===== config.mk =====
export PLATFORM = sky130hd
export DESIGN_NAME = mmdio_top
export DESIGN_NICKNAME = d
export VERILOG_FILES = /design/src/core/mmdio_top.v
export VERILOG_INCLUDE_DIRS = /design/src /design/src/inc
export SDC_FILE = /design/constraint.sdc
export NUM_CORES = 1
export LEC_CHECK = 0
export ABC_AREA = 0
export BUFFER_PORTS_ARGS = -buffer_cell sky130_fd_sc_hd__buf_2
export CAP_MARGIN = 20
export CORE_ASPECT_RATIO = 0.75
export CORE_MARGIN = 1
export CORE_UTILIZATION = 58
export DETAILED_ROUTE_END_ITERATION = 6
export PLACE_DENSITY = 0.76
export SLEW_MARGIN = 5
export SYNTH_ARGS = -nofsm -noshare
export SYNTH_HDL_FRONTEND = slang
export SYNTH_SLANG_ARGS = --single-unit

===== constraint.sdc =====
create_clock -name clk -period 8.72 [get_ports clk]
set_clock_uncertainty 0.05 [all_clocks]
set_input_delay 0 -clock clk [delete_from_list [all_inputs] [get_ports clk]]
set_output_delay 0 -clock clk [all_outputs]
set_load 0.005 [all_outputs]

===== src/inc/mmdio_regs.vh =====
`ifndef MMDIO_REGS_VH
`define MMDIO_REGS_VH

`define MMDIO_AW 17
`define MMDIO_DW 32

`define MMDIO_RGN_STAT_LO 17'h00200
`define MMDIO_RGN_STAT_HI 17'h003fc
`define MMDIO_RGN_MAC_LO 17'h00400
`define MMDIO_RGN_MAC_HI 17'h004fc
`define MMDIO_RGN_MDIO_LO 17'h00500
`define MMDIO_RGN_MDIO_HI 17'h005fc
`define MMDIO_RGN_INTC_LO 17'h00600
`define MMDIO_RGN_INTC_HI 17'h006fc
`define MMDIO_RGN_FILT_LO 17'h00700
`define MMDIO_RGN_FILT_HI 17'h007fc
`define MMDIO_RGN_RXPTP_LO 17'h10000
`define MMDIO_RGN_RXPTP_HI 17'h10ffc
`define MMDIO_RGN_TXPTP_LO 17'h11000
`define MMDIO_RGN_TXPTP_HI 17'h117fc
`define MMDIO_RGN_AVB_LO 17'h12000
`define MMDIO_RGN_AVB_HI 17'h127fc
`define MMDIO_RGN_RTC_LO 17'h12800
`define MMDIO_RGN_RTC_HI 17'h13ffc

`define MMDIO_ADDR_RX_CFG 17'h00404
`define MMDIO_ADDR_TX_CFG 17'h00408
`define MMDIO_ADDR_SETUP 17'h00500
`define MMDIO_ADDR_CTRL 17'h00504
`define MMDIO_ADDR_WDATA 17'h00508
`define MMDIO_ADDR_RDATA 17'h0050c

`define MMDIO_CFG_W 16
`define MMDIO_CFG_RST_BIT 31
`define MMDIO_CFG_RST 16'h0000

`define MMDIO_DIV_W 6
`define MMDIO_DIV_RST 6'h00
`define MMDIO_SETUP_EN_BIT 6

`define MMDIO_CTRL_KIND_HI 15
`define MMDIO_CTRL_KIND_LO 14
`define MMDIO_CTRL_INIT_BIT 11
`define MMDIO_CTRL_PHY_HI 28
`define MMDIO_CTRL_PHY_LO 24
`define MMDIO_CTRL_REG_HI 20
`define MMDIO_CTRL_REG_LO 16
`define MMDIO_READY_BIT 7
`define MMDIO_RD_READY_BIT 16

`define MMDIO_KIND_WRITE 2'h1
`define MMDIO_KIND_READ 2'h2
`define MMDIO_START_CODE 2'h1
`define MMDIO_TURN_WRITE 2'h2
`define MMDIO_PREAMBLE 32'hffffffff

`define MMDIO_FRAME_W 64
`define MMDIO_CNT_W 6
`define MMDIO_LAST_BIT 6'h3f
`define MMDIO_TURN_BIT 6'h2e
`define MMDIO_DATA_BIT 6'h30

`endif


===== src/core/mmdio_top.v =====
// Local design decisions: strobed register access and the placing of the registers.
`timescale 1ns/1ps
`include "mmdio_regs.vh"

// Overview of operation
// Accesses to reserved addresses answer with an error pulse, not silent success.
// Host addresses decode into functional regions; gaps between them are reserved.
// Config writes accepted anytime; applied to outputs only outside a frame.
// Soft reset bits in config writes act immediately, no gap wait.
// MDIO master exists only as part of this management port.
// Only this master starts transactions; addressed PHY must respond.
// Each transaction is one serial frame synchronous to MDC.
// Write frame uses kind 01 and sends 16 data bits.
// Read frame uses kind 10; PHY returns 16 bits, master captures them.
// Separate serial data input, output and output enable signals.
// Integrator gives each PHY sharing the bus a distinct non-zero address.
// MDC equals clock divided by twice one plus 6-bit divider.
// Software keeps MDC at or below 2.5 MHz.
// Divider resets to zero; zero divider blocks enabling the interface.
// Write: load write data, then control with initiate, kind 1, addresses.
// Initiate drops ready; ready stays low until the frame completes.
// Read: control with initiate and kind 2; data valid when ready rises.
// Ready flag visible in control and read-data registers.
// Completion of a pending transaction raises an interrupt request pulse.
// Frame: 32 ones, start 01, kind, phy, reg, turnaround, 16 data MSB first.
// Drive changes after falling MDC; read samples on rising; release in read.
module mmdio_top (
    input wire clk,
    input wire rst,
    input wire [`MMDIO_AW-1:0] addr,
    input wire [`MMDIO_DW-1:0] wdata,
    input wire wr,
    input wire rd,
    output reg [`MMDIO_DW-1:0] rdata_q,
    output reg rd_err_q,
    output reg wr_err_q,
    input wire frame_active,
    output reg [`MMDIO_CFG_W-1:0] rx_cfg_q,
    output reg [`MMDIO_CFG_W-1:0] tx_cfg_q,
    output reg rx_soft_rst_q,
    output reg tx_soft_rst_q,
    output reg mdc_q,
    input wire mdio_in,
    output reg mdio_out_q,
    output reg mdio_oe_q,
    output reg irq_q
);
    localparam ST_IDLE = 1'b0;
    localparam ST_RUN = 1'b1;

    reg [`MMDIO_CFG_W-1:0] rx_pend_q;
    reg [`MMDIO_CFG_W-1:0] tx_pend_q;
    reg [`MMDIO_DIV_W-1:0] div_q;
    reg en_q;
    reg [`MMDIO_DW-1:0] ctrl_q;
    reg [`MMDIO_CFG_W-1:0] wdat_q;
    reg [`MMDIO_CFG_W-1:0] rdat_q;
    reg ready_q;
    reg state_q;
    reg [`MMDIO_DIV_W-1:0] div_cnt_q;
    reg [`MMDIO_CNT_W-1:0] bit_cnt_q;
    reg [`MMDIO_FRAME_W-1:0] shift_q;
    reg [`MMDIO_CFG_W-1:0] cap_q;
    reg is_read_q;
    reg mdio_s1_q;
    reg mdio_s2_q;

    reg mapped;
    always @* begin
        mapped = 1'b0;
        if ((addr >= `MMDIO_RGN_STAT_LO && addr <= `MMDIO_RGN_STAT_HI) ||
            (addr >= `MMDIO_RGN_MAC_LO && addr <= `MMDIO_RGN_MAC_HI) ||
            (addr >= `MMDIO_RGN_MDIO_LO && addr <= `MMDIO_RGN_MDIO_HI) ||
            (addr >= `MMDIO_RGN_INTC_LO && addr <= `MMDIO_RGN_INTC_HI) ||
            (addr >= `MMDIO_RGN_FILT_LO && addr <= `MMDIO_RGN_FILT_HI) ||
            (addr >= `MMDIO_RGN_RXPTP_LO && addr <= `MMDIO_RGN_RXPTP_HI) ||
            (addr >= `MMDIO_RGN_TXPTP_LO && addr <= `MMDIO_RGN_TXPTP_HI) ||
            (addr >= `MMDIO_RGN_AVB_LO && addr <= `MMDIO_RGN_AVB_HI) ||
            (addr >= `MMDIO_RGN_RTC_LO && addr <= `MMDIO_RGN_RTC_HI)) begin
            mapped = 1'b1;
        end
    end

    // Regions whose internals live elsewhere read as zero and accept writes
    wire mis_align = |addr[1:0];
    wire acc_ok = mapped && !mis_align;

    wire wr_setup = wr && acc_ok && addr == `MMDIO_ADDR_SETUP;
    wire wr_ctrl = wr && acc_ok && addr == `MMDIO_ADDR_CTRL;
    wire [1:0] req_kind = wdata[`MMDIO_CTRL_KIND_HI:`MMDIO_CTRL_KIND_LO];
    wire kind_ok = req_kind == `MMDIO_KIND_WRITE || req_kind == `MMDIO_KIND_READ;
    // A request while busy or disabled is dropped; software polls ready first
    wire start = wr_ctrl && wdata[`MMDIO_CTRL_INIT_BIT] && ready_q && en_q && kind_ok;

    // Divider terminal count; each one toggles MDC
    wire tick = en_q && div_cnt_q == div_q;
    wire fall = tick && mdc_q;
    wire rise = tick && !mdc_q;

    always @(posedge clk or posedge rst) begin
        if (rst) begin
            rdata_q <= 32'h00000000;
            rd_err_q <= 1'b0;
            wr_err_q <= 1'b0;
        end else begin
            rd_err_q <= rd && !acc_ok;
            wr_err_q <= wr && !acc_ok;
            rdata_q <= 32'h00000000;
            if (rd && acc_ok) begin
                case (addr)
                    `MMDIO_ADDR_RX_CFG: rdata_q <= {16'h0000, rx_pend_q};
                    `MMDIO_ADDR_TX_CFG: rdata_q <= {16'h0000, tx_pend_q};
                    `MMDIO_ADDR_SETUP: rdata_q <= {25'h0000000, en_q, div_q};
                    `MMDIO_ADDR_CTRL: begin
                        rdata_q <= {ctrl_q[31:8], ready_q, ctrl_q[6:0]};
                    end
                    `MMDIO_ADDR_WDATA: rdata_q <= {16'h0000, wdat_q};
                    `MMDIO_ADDR_RDATA: rdata_q <= {15'h0000, ready_q, rdat_q};
                    default: rdata_q <= 32'h00000000;
                endcase
            end
        end
    end

    always @(posedge clk or posedge rst) begin
        if (rst) begin
            rx_pend_q <= `MMDIO_CFG_RST;
            tx_pend_q <= `MMDIO_CFG_RST;
            rx_cfg_q <= `MMDIO_CFG_RST;
            tx_cfg_q <= `MMDIO_CFG_RST;
            rx_soft_rst_q <= 1'b0;
            tx_soft_rst_q <= 1'b0;
            div_q <= `MMDIO_DIV_RST;
            en_q <= 1'b0;
            wdat_q <= 16'h0000;
            ctrl_q <= 32'h00000000;
        end else begin
            rx_soft_rst_q <= wr && acc_ok && addr == `MMDIO_ADDR_RX_CFG &&
                             wdata[`MMDIO_CFG_RST_BIT];
            tx_soft_rst_q <= wr && acc_ok && addr == `MMDIO_ADDR_TX_CFG &&
                             wdata[`MMDIO_CFG_RST_BIT];
            if (wr && acc_ok && addr == `MMDIO_ADDR_RX_CFG) begin
                rx_pend_q <= wdata[`MMDIO_CFG_W-1:0];
            end
            if (wr && acc_ok && addr == `MMDIO_ADDR_TX_CFG) begin
                tx_pend_q <= wdata[`MMDIO_CFG_W-1:0];
            end
            // Held settings move out only in the gap, so a frame never sees a change
            if (!frame_active) begin
                rx_cfg_q <= rx_pend_q;
                tx_cfg_q <= tx_pend_q;
            end
            if (wr_setup) begin
                div_q <= wdata[`MMDIO_DIV_W-1:0];
                en_q <= wdata[`MMDIO_SETUP_EN_BIT] &&
                        (wdata[`MMDIO_DIV_W-1:0] != `MMDIO_DIV_RST);
            end
            if (wr && acc_ok && addr == `MMDIO_ADDR_WDATA) begin
                wdat_q <= wdata[`MMDIO_CFG_W-1:0];
            end
            if (wr_ctrl && ready_q) begin
                ctrl_q <= wdata;
            end
        end
    end

    // Two-stage synchroniser for the PHY data line
    always @(posedge clk or posedge rst) begin
        if (rst) begin
            mdio_s1_q <= 1'b0;
            mdio_s2_q <= 1'b0;
        end else begin
            mdio_s1_q <= mdio_in;
            mdio_s2_q <= mdio_s1_q;
        end
    end

    // Serial engine: part of this management port only
    always @(posedge clk or posedge rst) begin
        if (rst) begin
            state_q <= ST_IDLE;
            ready_q <= 1'b1;
            div_cnt_q <= 6'h00;
            mdc_q <= 1'b0;
            bit_cnt_q <= 6'h00;
            shift_q <= 64'h0000000000000000;
            cap_q <= 16'h0000;
            rdat_q <= 16'h0000;
            is_read_q <= 1'b0;
            mdio_out_q <= 1'b0;
            mdio_oe_q <= 1'b0;
            irq_q <= 1'b0;
        end else begin
            irq_q <= 1'b0;
            // MDC stands low outside frames, so bit 0 always gets a full low half
            if (!en_q || state_q == ST_IDLE || tick) begin
                div_cnt_q <= 6'h00;
            end else begin
                div_cnt_q <= div_cnt_q + 6'h01;
            end
            if (!en_q || state_q == ST_IDLE) begin
                mdc_q <= 1'b0;
            end else if (tick) begin
                mdc_q <= !mdc_q;
            end
            case (state_q)
                ST_IDLE: begin
                    mdio_oe_q <= 1'b0;
                    if (start) begin
                        // Only this end opens a frame
                        state_q <= ST_RUN;
                        ready_q <= 1'b0;
                        bit_cnt_q <= 6'h00;
                        is_read_q <= req_kind == `MMDIO_KIND_READ;
                        shift_q <= {`MMDIO_PREAMBLE, `MMDIO_START_CODE, req_kind,
                                    wdata[`MMDIO_CTRL_PHY_HI:`MMDIO_CTRL_PHY_LO],
                                    wdata[`MMDIO_CTRL_REG_HI:`MMDIO_CTRL_REG_LO],
                                    `MMDIO_TURN_WRITE, wdat_q};
                        mdio_out_q <= 1'b1;
                        mdio_oe_q <= 1'b1;
                    end
                end
                ST_RUN: begin
                    if (rise && is_read_q && bit_cnt_q >= `MMDIO_DATA_BIT) begin
                        cap_q <= {cap_q[14:0], mdio_s2_q};
                    end
                    if (fall) begin
                        if (bit_cnt_q == `MMDIO_LAST_BIT) begin
                            state_q <= ST_IDLE;
                            ready_q <= 1'b1;
                            irq_q <= 1'b1;
                            mdio_oe_q <= 1'b0;
                            if (is_read_q) begin
                                rdat_q <= cap_q;
                            end
                        end else begin
                            bit_cnt_q <= bit_cnt_q + 6'h01;
                            shift_q <= {shift_q[62:0], 1'b0};
                            mdio_out_q <= shift_q[62];
                            // Read turnaround and data leave the line to the PHY
                            mdio_oe_q <= !(is_read_q &&
                                           bit_cnt_q + 6'h01 >= `MMDIO_TURN_BIT);
                        end
                    end
                end
                default: state_q <= ST_IDLE;
            endcase
        end
    end
endmodule


==> results of run 1 <==
[routing by layer]
metal / vias up / global-route usage (%) / share of wire, %
li1: 3292 / - / -
met1: 3684 / 39.03 / 48
met2: 232 / 37.39 / 44
met3: 34 / 4.767 / 5.9
met4: 0 / 5.425 / 1.7
met5: - / 0 / 0
[timing repair]
action                                 4_1_cts  5_1_grt
endpoints found under the hold margin      278       13
gates resized for setup                      0        0
setup endpoints to repair                    0        0
buffers inserted                             0        0
hold buffers                                42        1
[layout make-up]
class	instances	area, um2	area share (%)
Antenna cell	1	2.502	0.01872
Clock buffer	32	691.9	5.176
Clock inverter	14	205.2	1.535
Inverter	6	30.03	0.2246
Multi-Input combinational cell	491	4182	31.28
Sequential cell	270	6759	50.56
Tap cell	247	309.0	2.312
Timing Repair Buffer	181	1189	8.892
[metrics by stage]
stage	worst slack (ns)	std cells	power [mW]	hold WS [ns]	cell area, um2
floorplan	1.233	815	1.314	-0.01857	11130
global placement	5.259	1149	1.348	0.05981	11980
detailed placement	5.407	1150	1.349	0.06958	12010
CTS	5.482	1238	2.537	0.01105	13320
global route	5.232	1241	2.599	0.03960	13370
finish	5.423	1242	2.516	0.02069	13370
[power groups by stage]
stage | Sequential (mW) | Clock (mW) | Combinational [mW]
2_1_floorplan | 1.28 | 0 | 0.0365
6_report | 1.25 | 1.18 | 0.0874
4_1_cts | 1.25 | 1.20 | 0.0859
5_1_grt | 1.25 | 1.25 | 0.0971
3_5_place_dp | 1.28 | 0 | 0.0716
3_3_place_gp | 1.28 | 0 | 0.0710
[layout by cell type, fill, tap and decap left out, drive strengths merged, types with 8 or more instances in the layout]
master	count
o21ai	32
nand2	61
mux2	160
dlygate4sd3	43
nand3	8
buf	137
xnor2	8
a22o	13
mux2i	27
a221o	8
dfrtp	269
clkbuf	33
a21oi	13
and3	28
a22oi	9
o22a	34
nor2	15
[worst max-delay path, cell delays in order]
cell,delay [ns]
sky130_fd_sc_hd__dlygate4sd3_1,0.54
sky130_fd_sc_hd__buf_2,0.13
sky130_fd_sc_hd__or3_1,0.37
sky130_fd_sc_hd__or4_1,0.63
sky130_fd_sc_hd__or2_4,0.31
sky130_fd_sc_hd__nor3b_2,0.75
sky130_fd_sc_hd__nand2_2,0.47
sky130_fd_sc_hd__mux2_1,0.44
[path summary, 6_finish.rpt]
path                           start           end  slack (ns)  cells after the start
hold / removal               addr[2]   rdata_q[16]        0.02                      2
setup / recovery            addr[14]  rx_pend_q[0]        5.42                      8
setup reg to reg             state_q  bit_cnt_q[3]        5.51                      6
max in group asynchronous        rst   rdata_q[11]        6.50                      6
hold reg to reg            mdio_s1_q     mdio_s2_q        0.30                      0
min in group asynchronous        rst      div_q[3]        0.43                      4
[state kept, by name, summed over array words and instances (netlist names), 16 cells and up]
name	cells
rx_pend_q	16
wdat_q	16
ctrl_q	31
cap_q	16
tx_cfg_q	16
tx_pend_q	16
rdat_q	16
rdata_q	32
shift_q	63
rx_cfg_q	16
[kinds of logic after synthesis]
logic type | count (synthesis)
buffers and inverters | 54
xor gates and xnor gates | 10
AOI/OAI and AO/OA | 127
muxes | 194
DFF | 270
and+or+nand+nor | 156
adders and majority gates | 4
==> insert_results.sql, run 1 <==
INSERT INTO impl_metrics (metric_group, metric, value, unit) VALUES
('outcome', 'outcome', 'finished, final reports clean', ''),
('cts', 'cts-buffers-inserted', '25', ''),
('yosys', 'synthDominantCellAreaShare', '60.46', '%'),
('yosys', 'yosys.area_share.adder', '0.4495', '%'),
('global_routing', 'initial_antenna_violation_count', '1', ''),
('power_and_ir_drop', 'power.share.sequential', '49.8', '%'),
('worst_setup_path', 'critical_path_peak_fanout', '16', ''),
('floorplan', 'dieArea', '0.01976', 'mm2'),
('cts', 'cts.path.max_buffers', '3', ''),
('yosys', 'yosys_warnings', '0', ''),
('power_and_ir_drop', 'max-vdd-ir-drop', '0.0001646', 'V'),
('yosys', 'yosys_most_used_dff', 'sky130_fd_sc_hd__dfrtp_1', ''),
('global_routing', 'gr-total-overflow', '0', ''),
('detailed_routing', 'route.detailed.wl_per_inst', '19.37', 'um'),
('power_and_ir_drop', 'swShare', '20.66', '%'),
('detailed_routing', 'num_vias', '7242', ''),
('sta', 'timing_hold_violations_final', '0', ''),
('flow_run', 'number_of_maximum_capacitance_constraint_violations', '0', ''),
('sta', 'tns', '0', 'ns'),
('final_layout', 'post-route-util', '71.81', '%'),
('power_and_ir_drop', 'power.combinational.fraction', '3.5', '%'),
('yosys', 'yosys.area_share.xor_xnor', '0.7866', '%'),
('global_routing', 'grt_pass1_vias', '7201', ''),
('power_and_ir_drop', 'power_switching', '0.5198', 'mW'),
('cts', 'clkTransAtPathRegs', '0.06', 'ns'),
('sta', 'finalSetupViolCount', '0', ''),
('power_and_ir_drop', 'power.leakage', '6.771', 'nW'),
('detailed_routing', 'drcViolationCount', '0', ''),
('yosys', 'yosysMostFrequentCell', 'sky130_fd_sc_hd__dfrtp_1', ''),
('cts', 'worstSkewPairLatency', '0.52', 'ns'),
('sta', 'unrepaired_setup_endpoints_after_global_routing', 'no', ''),
('yosys', 'synthesis.nets', '874', ''),
('detailed_routing', 'drt_pre_antenna_iters', '4', ''),
('final_layout', 'fin_nets', '1034', ''),
('sta', 'max_clock_freq', '0.3033', 'GHz'),
('yosys', 'synth.distinct_cells', '57', ''),
('worst_setup_path', 'worst_setup_path_start_kind', 'primary input', ''),
('floorplan', 'die_h', '122.0', 'um'),
('floorplan', 'initial_core_util', '59.81', '%'),
('yosys', 'netlist_instances', '815', ''),
('cts', 'tritoncts', 'yes', ''),
('worst_setup_path', 'cp_data_required_time', '9.07', 'ns'),
('final_layout', 'area_growth_syn_to_layout', '20.06', '%'),
('global_routing', 'grt_first_pass_wirelength', '38950', 'um'),
('global_routing', 'global_route.usage.total', '25.30', '%'),
('floorplan', 'placementRows', '43', ''),
('power_and_ir_drop', 'power.internal', '1.996', 'mW'),
('cts', 'cts-root-buf', 'sky130_fd_sc_hd__clkbuf_16', ''),
('yosys', 'yosys-top-cells-count', 'sky130_fd_sc_hd__dfrtp_1 (269), sky130_fd_sc_hd__mux2_2 (141), sky130_fd_sc_hd__nand2_1 (59)', ''),
('detailed_routing', 'drt_wl_total', '24050', 'um'),
('place', 'routabilityCongestion', '0.7796', ''),
('floorplan', 'floorplan.die.width', '162.0', 'um'),
('yosys', 'yosysSeqAreaShare', '60.69', '%'),
('power_and_ir_drop', 'clock_power_share', '46.7', '%'),
('sta', 'final.period_utilization', '37.81', '%'),
('floorplan', 'design.core.area', '0.01862', 'mm2'),
('power_and_ir_drop', 'power_density', '188.2', 'mW/mm2'),
('worst_setup_path', 'timing.critical_path.arrival', '3.65', 'ns'),
('yosys', 'synth_top_cell_by_area', 'sky130_fd_sc_hd__dfrtp_1', ''),
('yosys', 'simple_gate_share_of_the_synthesized_area', '7.428', '%'),
('cts', 'clock_sink_count', '270', ''),
('detailed_routing', 'drt_iter0_markers', '481', ''),
('yosys', 'postSynthRegisterBits', '270', ''),
('yosys', 'synthMuxAreaShare', '20.36', '%'),
('detailed_routing', 'drt-vias-per-instance', '5.831', ''),
('yosys', 'synth_edf_count', '0', ''),
('detailed_routing', 'drtAntennaViolNets', '0', ''),
('yosys', 'synthTopCellsByArea', 'sky130_fd_sc_hd__dfrtp_1 (60%), sky130_fd_sc_hd__mux2_2 (14%), sky130_fd_sc_hd__o22a_1 (2.7%)', ''),
('yosys', 'dominant_combinational_cell_family_by_area_after_synthesis', 'multiplexers', ''),
('global_routing', 'grt_start_max_net_pins', '151', ''),
('worst_setup_path', 'critPathCaptureType', 'flop', '');
Power figures use the tool's default switching activity.
==> run 2, diff against run 1 <==
--- a/config.mk
+++ b/config.mk
@@ -11,9 +11,9 @@
 export CAP_MARGIN = 20
 export CORE_ASPECT_RATIO = 0.75
 export CORE_MARGIN = 1
-export CORE_UTILIZATION = 58
+export CORE_UTILIZATION = 53
 export DETAILED_ROUTE_END_ITERATION = 6
-export PLACE_DENSITY = 0.76
+export PLACE_DENSITY = 0.73
 export SLEW_MARGIN = 5
 export SYNTH_ARGS = -nofsm -noshare
 export SYNTH_HDL_FRONTEND = slang
==> constraint.sdc (replaced) <==
create_clock -name clk -period 2.9 [get_ports clk]
set_clock_uncertainty 0.05 [all_clocks]
set_input_delay 0 -clock clk [delete_from_list [all_inputs] [get_ports clk]]
set_output_delay 0 -clock clk [all_outputs]
set_load 0.005 [all_outputs]
==> insert_results.sql, run 2 (same netlist as run 1, synthesis figures left out) <==
INSERT INTO impl_metrics (metric_group, metric, value, unit) VALUES
('cts', 'cts-buffers-inserted', '25', ''),
('final_layout', 'area_growth_syn_to_layout', '22.31', '%'),
('cts', 'ctsResizeCount', '0', ''),
('final_layout', 'fin_nets', '1051', ''),
('detailed_routing', 'drt_iter0_markers', '533', ''),
('detailed_routing', 'drtAntennaViolNets', '0', ''),
('global_routing', 'grt_start_max_net_pins', '73', ''),
('worst_setup_path', 'critPathCaptureType', 'flop', ''),
('worst_setup_path', 'cp_data_required_time', '3.24', 'ns'),
('power_and_ir_drop', 'power.share.sequential', '48.5', '%'),
('floorplan', 'ios', '127', ''),
('min_path', 'type_of_the_most_critical_hold_path', 'primary input to flop', ''),
('detailed_routing', 'num_vias', '7252', ''),
('worst_setup_path', 'critical_path_peak_fanout', '40', ''),
('final_layout', 'multi_input_area', '0.004182', 'mm2'),
('final_layout', 'largest_register_ff_count', '63', ''),
('global_routing', 'busiest_layer', 'met2', ''),
('cts', 'cts-root-buf', 'sky130_fd_sc_hd__clkbuf_16', ''),
('sta', 'timing_hold_violations_final', '0', ''),
('final_layout', 'post-route-util', '66.63', '%'),
('detailed_routing', 'route.detailed.wl_per_inst', '19.15', 'um'),
('power_and_ir_drop', 'max-vdd-ir-drop', '0.0005166', 'V'),
('sta', 'tns', '0', 'ns'),
('sta', 'unrepaired_setup_endpoints_after_global_routing', 'no', ''),
('min_path', 'min_delay_src', 'addr[1]', ''),
('min_path', 'whs_endpoint', 'wr_err_q', ''),
('global_routing', 'grtUsageMet1', '35.96', '%'),
('detailed_routing', 'drt-vias-per-instance', '5.604', ''),
('cts', 'tritoncts', 'yes', ''),
('floorplan', 'floorplan.die.width', '169.4', 'um'),
('power_and_ir_drop', 'power.internal', '6.152', 'mW'),
('floorplan', 'placementRows', '45', ''),
('flow_run', 'number_of_maximum_capacitance_constraint_violations', '0', ''),
('power_and_ir_drop', 'power_density', '571.1', 'mW/mm2'),
('final_layout', 'mostFrequentLayoutCell', 'sky130_fd_sc_hd__dfrtp_1', ''),
('sta', 'final.period_utilization', '93.47', '%'),
('outcome', 'outcome', 'finished, final reports clean', ''),
('power_and_ir_drop', 'power.combinational.fraction', '3.5', '%'),
('power_and_ir_drop', 'power.leakage', '6.889', 'nW'),
('final_layout', 'number_of_inserted_filler_cells_in_the_final_layout', '1522', ''),
('global_routing', 'met3_usage', '3.284', '%'),
('worst_setup_path', 'criticalPathCategory', 'primary input to flop', ''),
('final_layout', 'drive_gt1_share', '36.99', '%'),
('cts', 'clkTransAtPathRegs', '0.07', 'ns'),
('detailed_routing', 'drcViolationCount', '0', ''),
('sta', 'worst_hold_slack', '0.03962', 'ns'),
('cts', 'cts.path.max_buffers', '3', ''),
('worst_setup_path', 'rr_startpoint', 'bit_cnt_q[0]', ''),
('final_layout', 'sequential_cell_area', '0.006759', 'mm2'),
('sta', 'final.min_clock_period', '2.710', 'ns'),
('global_routing', 'grt_first_pass_wirelength', '40140', 'um'),
('global_routing', 'global_route.usage.total', '23.81', '%'),
('place', 'dpl.hpwl', '15850', 'um'),
('floorplan', 'initial_core_util', '54.48', '%'),
('detailed_routing', 'drt_wl_total', '24780', 'um'),
('floorplan', 'design.core.area', '0.02044', 'mm2'),
('power_and_ir_drop', 'power_switching', '1.625', 'mW'),
('final_layout', 'layout_common_cells', 'sky130_fd_sc_hd__dfrtp_1 (268), sky130_fd_sc_hd__mux2_2 (141), sky130_fd_sc_hd__buf_2 (126)', ''),
('sta', 'maxSlewViolCount', '0', ''),
('worst_setup_path', 'timing.critical_path.arrival', '3.05', 'ns'),
('place', 'routabilityCongestion', '0.8748', ''),
('floorplan', 'dieArea', '0.02160', 'mm2'),
('final_layout', 'max_flop_register', 'shift_q', ''),
('sta', 'tightest_pin_transition', '0.9225', 'ns'),
('cts', 'h_tree_levels', '1', ''),
('cts', 'worstSkewPairLatency', '0.54', 'ns'),
('global_routing', 'grt_pass1_vias', '7334', ''),
('floorplan', 'die_h', '127.5', 'um'),
('worst_setup_path', 'rr_worst_depth', '6', ''),
('global_routing', 'initial_antenna_violation_count', '1', ''),
('sta', 'max_clock_freq', '0.3689', 'GHz'),
('final_layout', 'largest_registers', 'shift_q (63), rdata_q (32), ctrl_q (31)', ''),
('worst_setup_path', 'worst_setup_path_start_kind', 'primary input', ''),
('global_routing', 'gr-total-overflow', '0', ''),
('sta', 'remaining_max_slew_budget_at_the_tightest_pin', '38.37', '%'),
('min_path', 'hold-path-cell-count', '5', ''),
('global_routing', 'use_met2', '36.26', '%'),
('power_and_ir_drop', 'report.power.total', '7.777', 'mW'),
('cts', 'clock_sink_count', '270', ''),
('power_and_ir_drop', 'clock_power_share', '48.0', '%'),
('worst_setup_path', 'worstReg2RegEnd', 'shift_q[25]', ''),
('detailed_routing', 'drt_pre_antenna_iters', '5', ''),
('sta', 'finalSetupViolCount', '0', ''),
('place', 'port_buffers', '126', ''),
('power_and_ir_drop', 'swShare', '20.89', '%'),
('worst_setup_path', 'rrSetupSlack', '0.33', 'ns');
run 2: cell type report:
cell class              instances  area share [%]
repair buffers                198           9.886
inverters                       6          0.1929
flip-flops and latches        270           49.63
multi-input cells             491           30.71
clock inverters                14           1.746
well taps                     282           2.591
diodes                          1         0.01838
clock buffers                  32           5.228
run 2: worst max path at each step:
stage	start	endpoint	slack, ns
2_1_floorplan	rst	bit_cnt_q[0]	-0.72
3_3_place_gp	addr[13]	shift_q[31]	0.25
3_5_place_dp	addr[13]	shift_q[24]	0.21
4_1_cts	addr[14]	shift_q[25]	0.25
5_1_grt	addr[14]	shift_q[25]	0.06
6_report	addr[14]	shift_q[25]	0.19
run 2: worst max-delay path: stages:
cell and delay (ns):
sky130_fd_sc_hd__dlygate4sd3_1 0.53, sky130_fd_sc_hd__buf_2 0.13, sky130_fd_sc_hd__or3_1 0.39, sky130_fd_sc_hd__or4_1 0.54, sky130_fd_sc_hd__buf_4 0.19, sky130_fd_sc_hd__nor4_1 0.47, sky130_fd_sc_hd__a41oi_4 0.20, sky130_fd_sc_hd__buf_4 0.38
sky130_fd_sc_hd__nand2_1 0.11, sky130_fd_sc_hd__o21ai_0 0.10
run 2: power groups by stage:
stage	combinational (mW)	clock, mW	sequential [mW]
finish	0.274	3.73	3.77
global route	0.304	3.95	3.77
CTS	0.278	3.79	3.77
detailed placement	0.236	0	3.84
global placement	0.234	0	3.84
floorplan	0.110	0	3.84
run 2: timing repair:
| action | in CTS | in global routing |
|---|---|---|
| buffers inserted | 0 | 0 |
| hold buffers | 40 | 0 |
| hold endpoints to repair | 159 | 0 |
run 2: per-stage QoR:
step	area [um2]	setup slack, ns	cells
floorplan	11140	-0.7166	815
global placement	12270	0.2514	1207
detailed placement	12270	0.2119	1207
CTS	13620	0.2513	1293
global route	13620	0.06307	1294
finish	13620	0.1895	1294
run 2: per-layer routing:
layer / up-vias / part of all wire [%] / wire length (um)
li1: 3331 / - / -
met1: 3702 / 49 / 12030
met2: 180 / 45 / 11080
met3: 39 / 4.2 / 1053
met4: 0 / 2.5 / 612
met5: - / 0 / 0
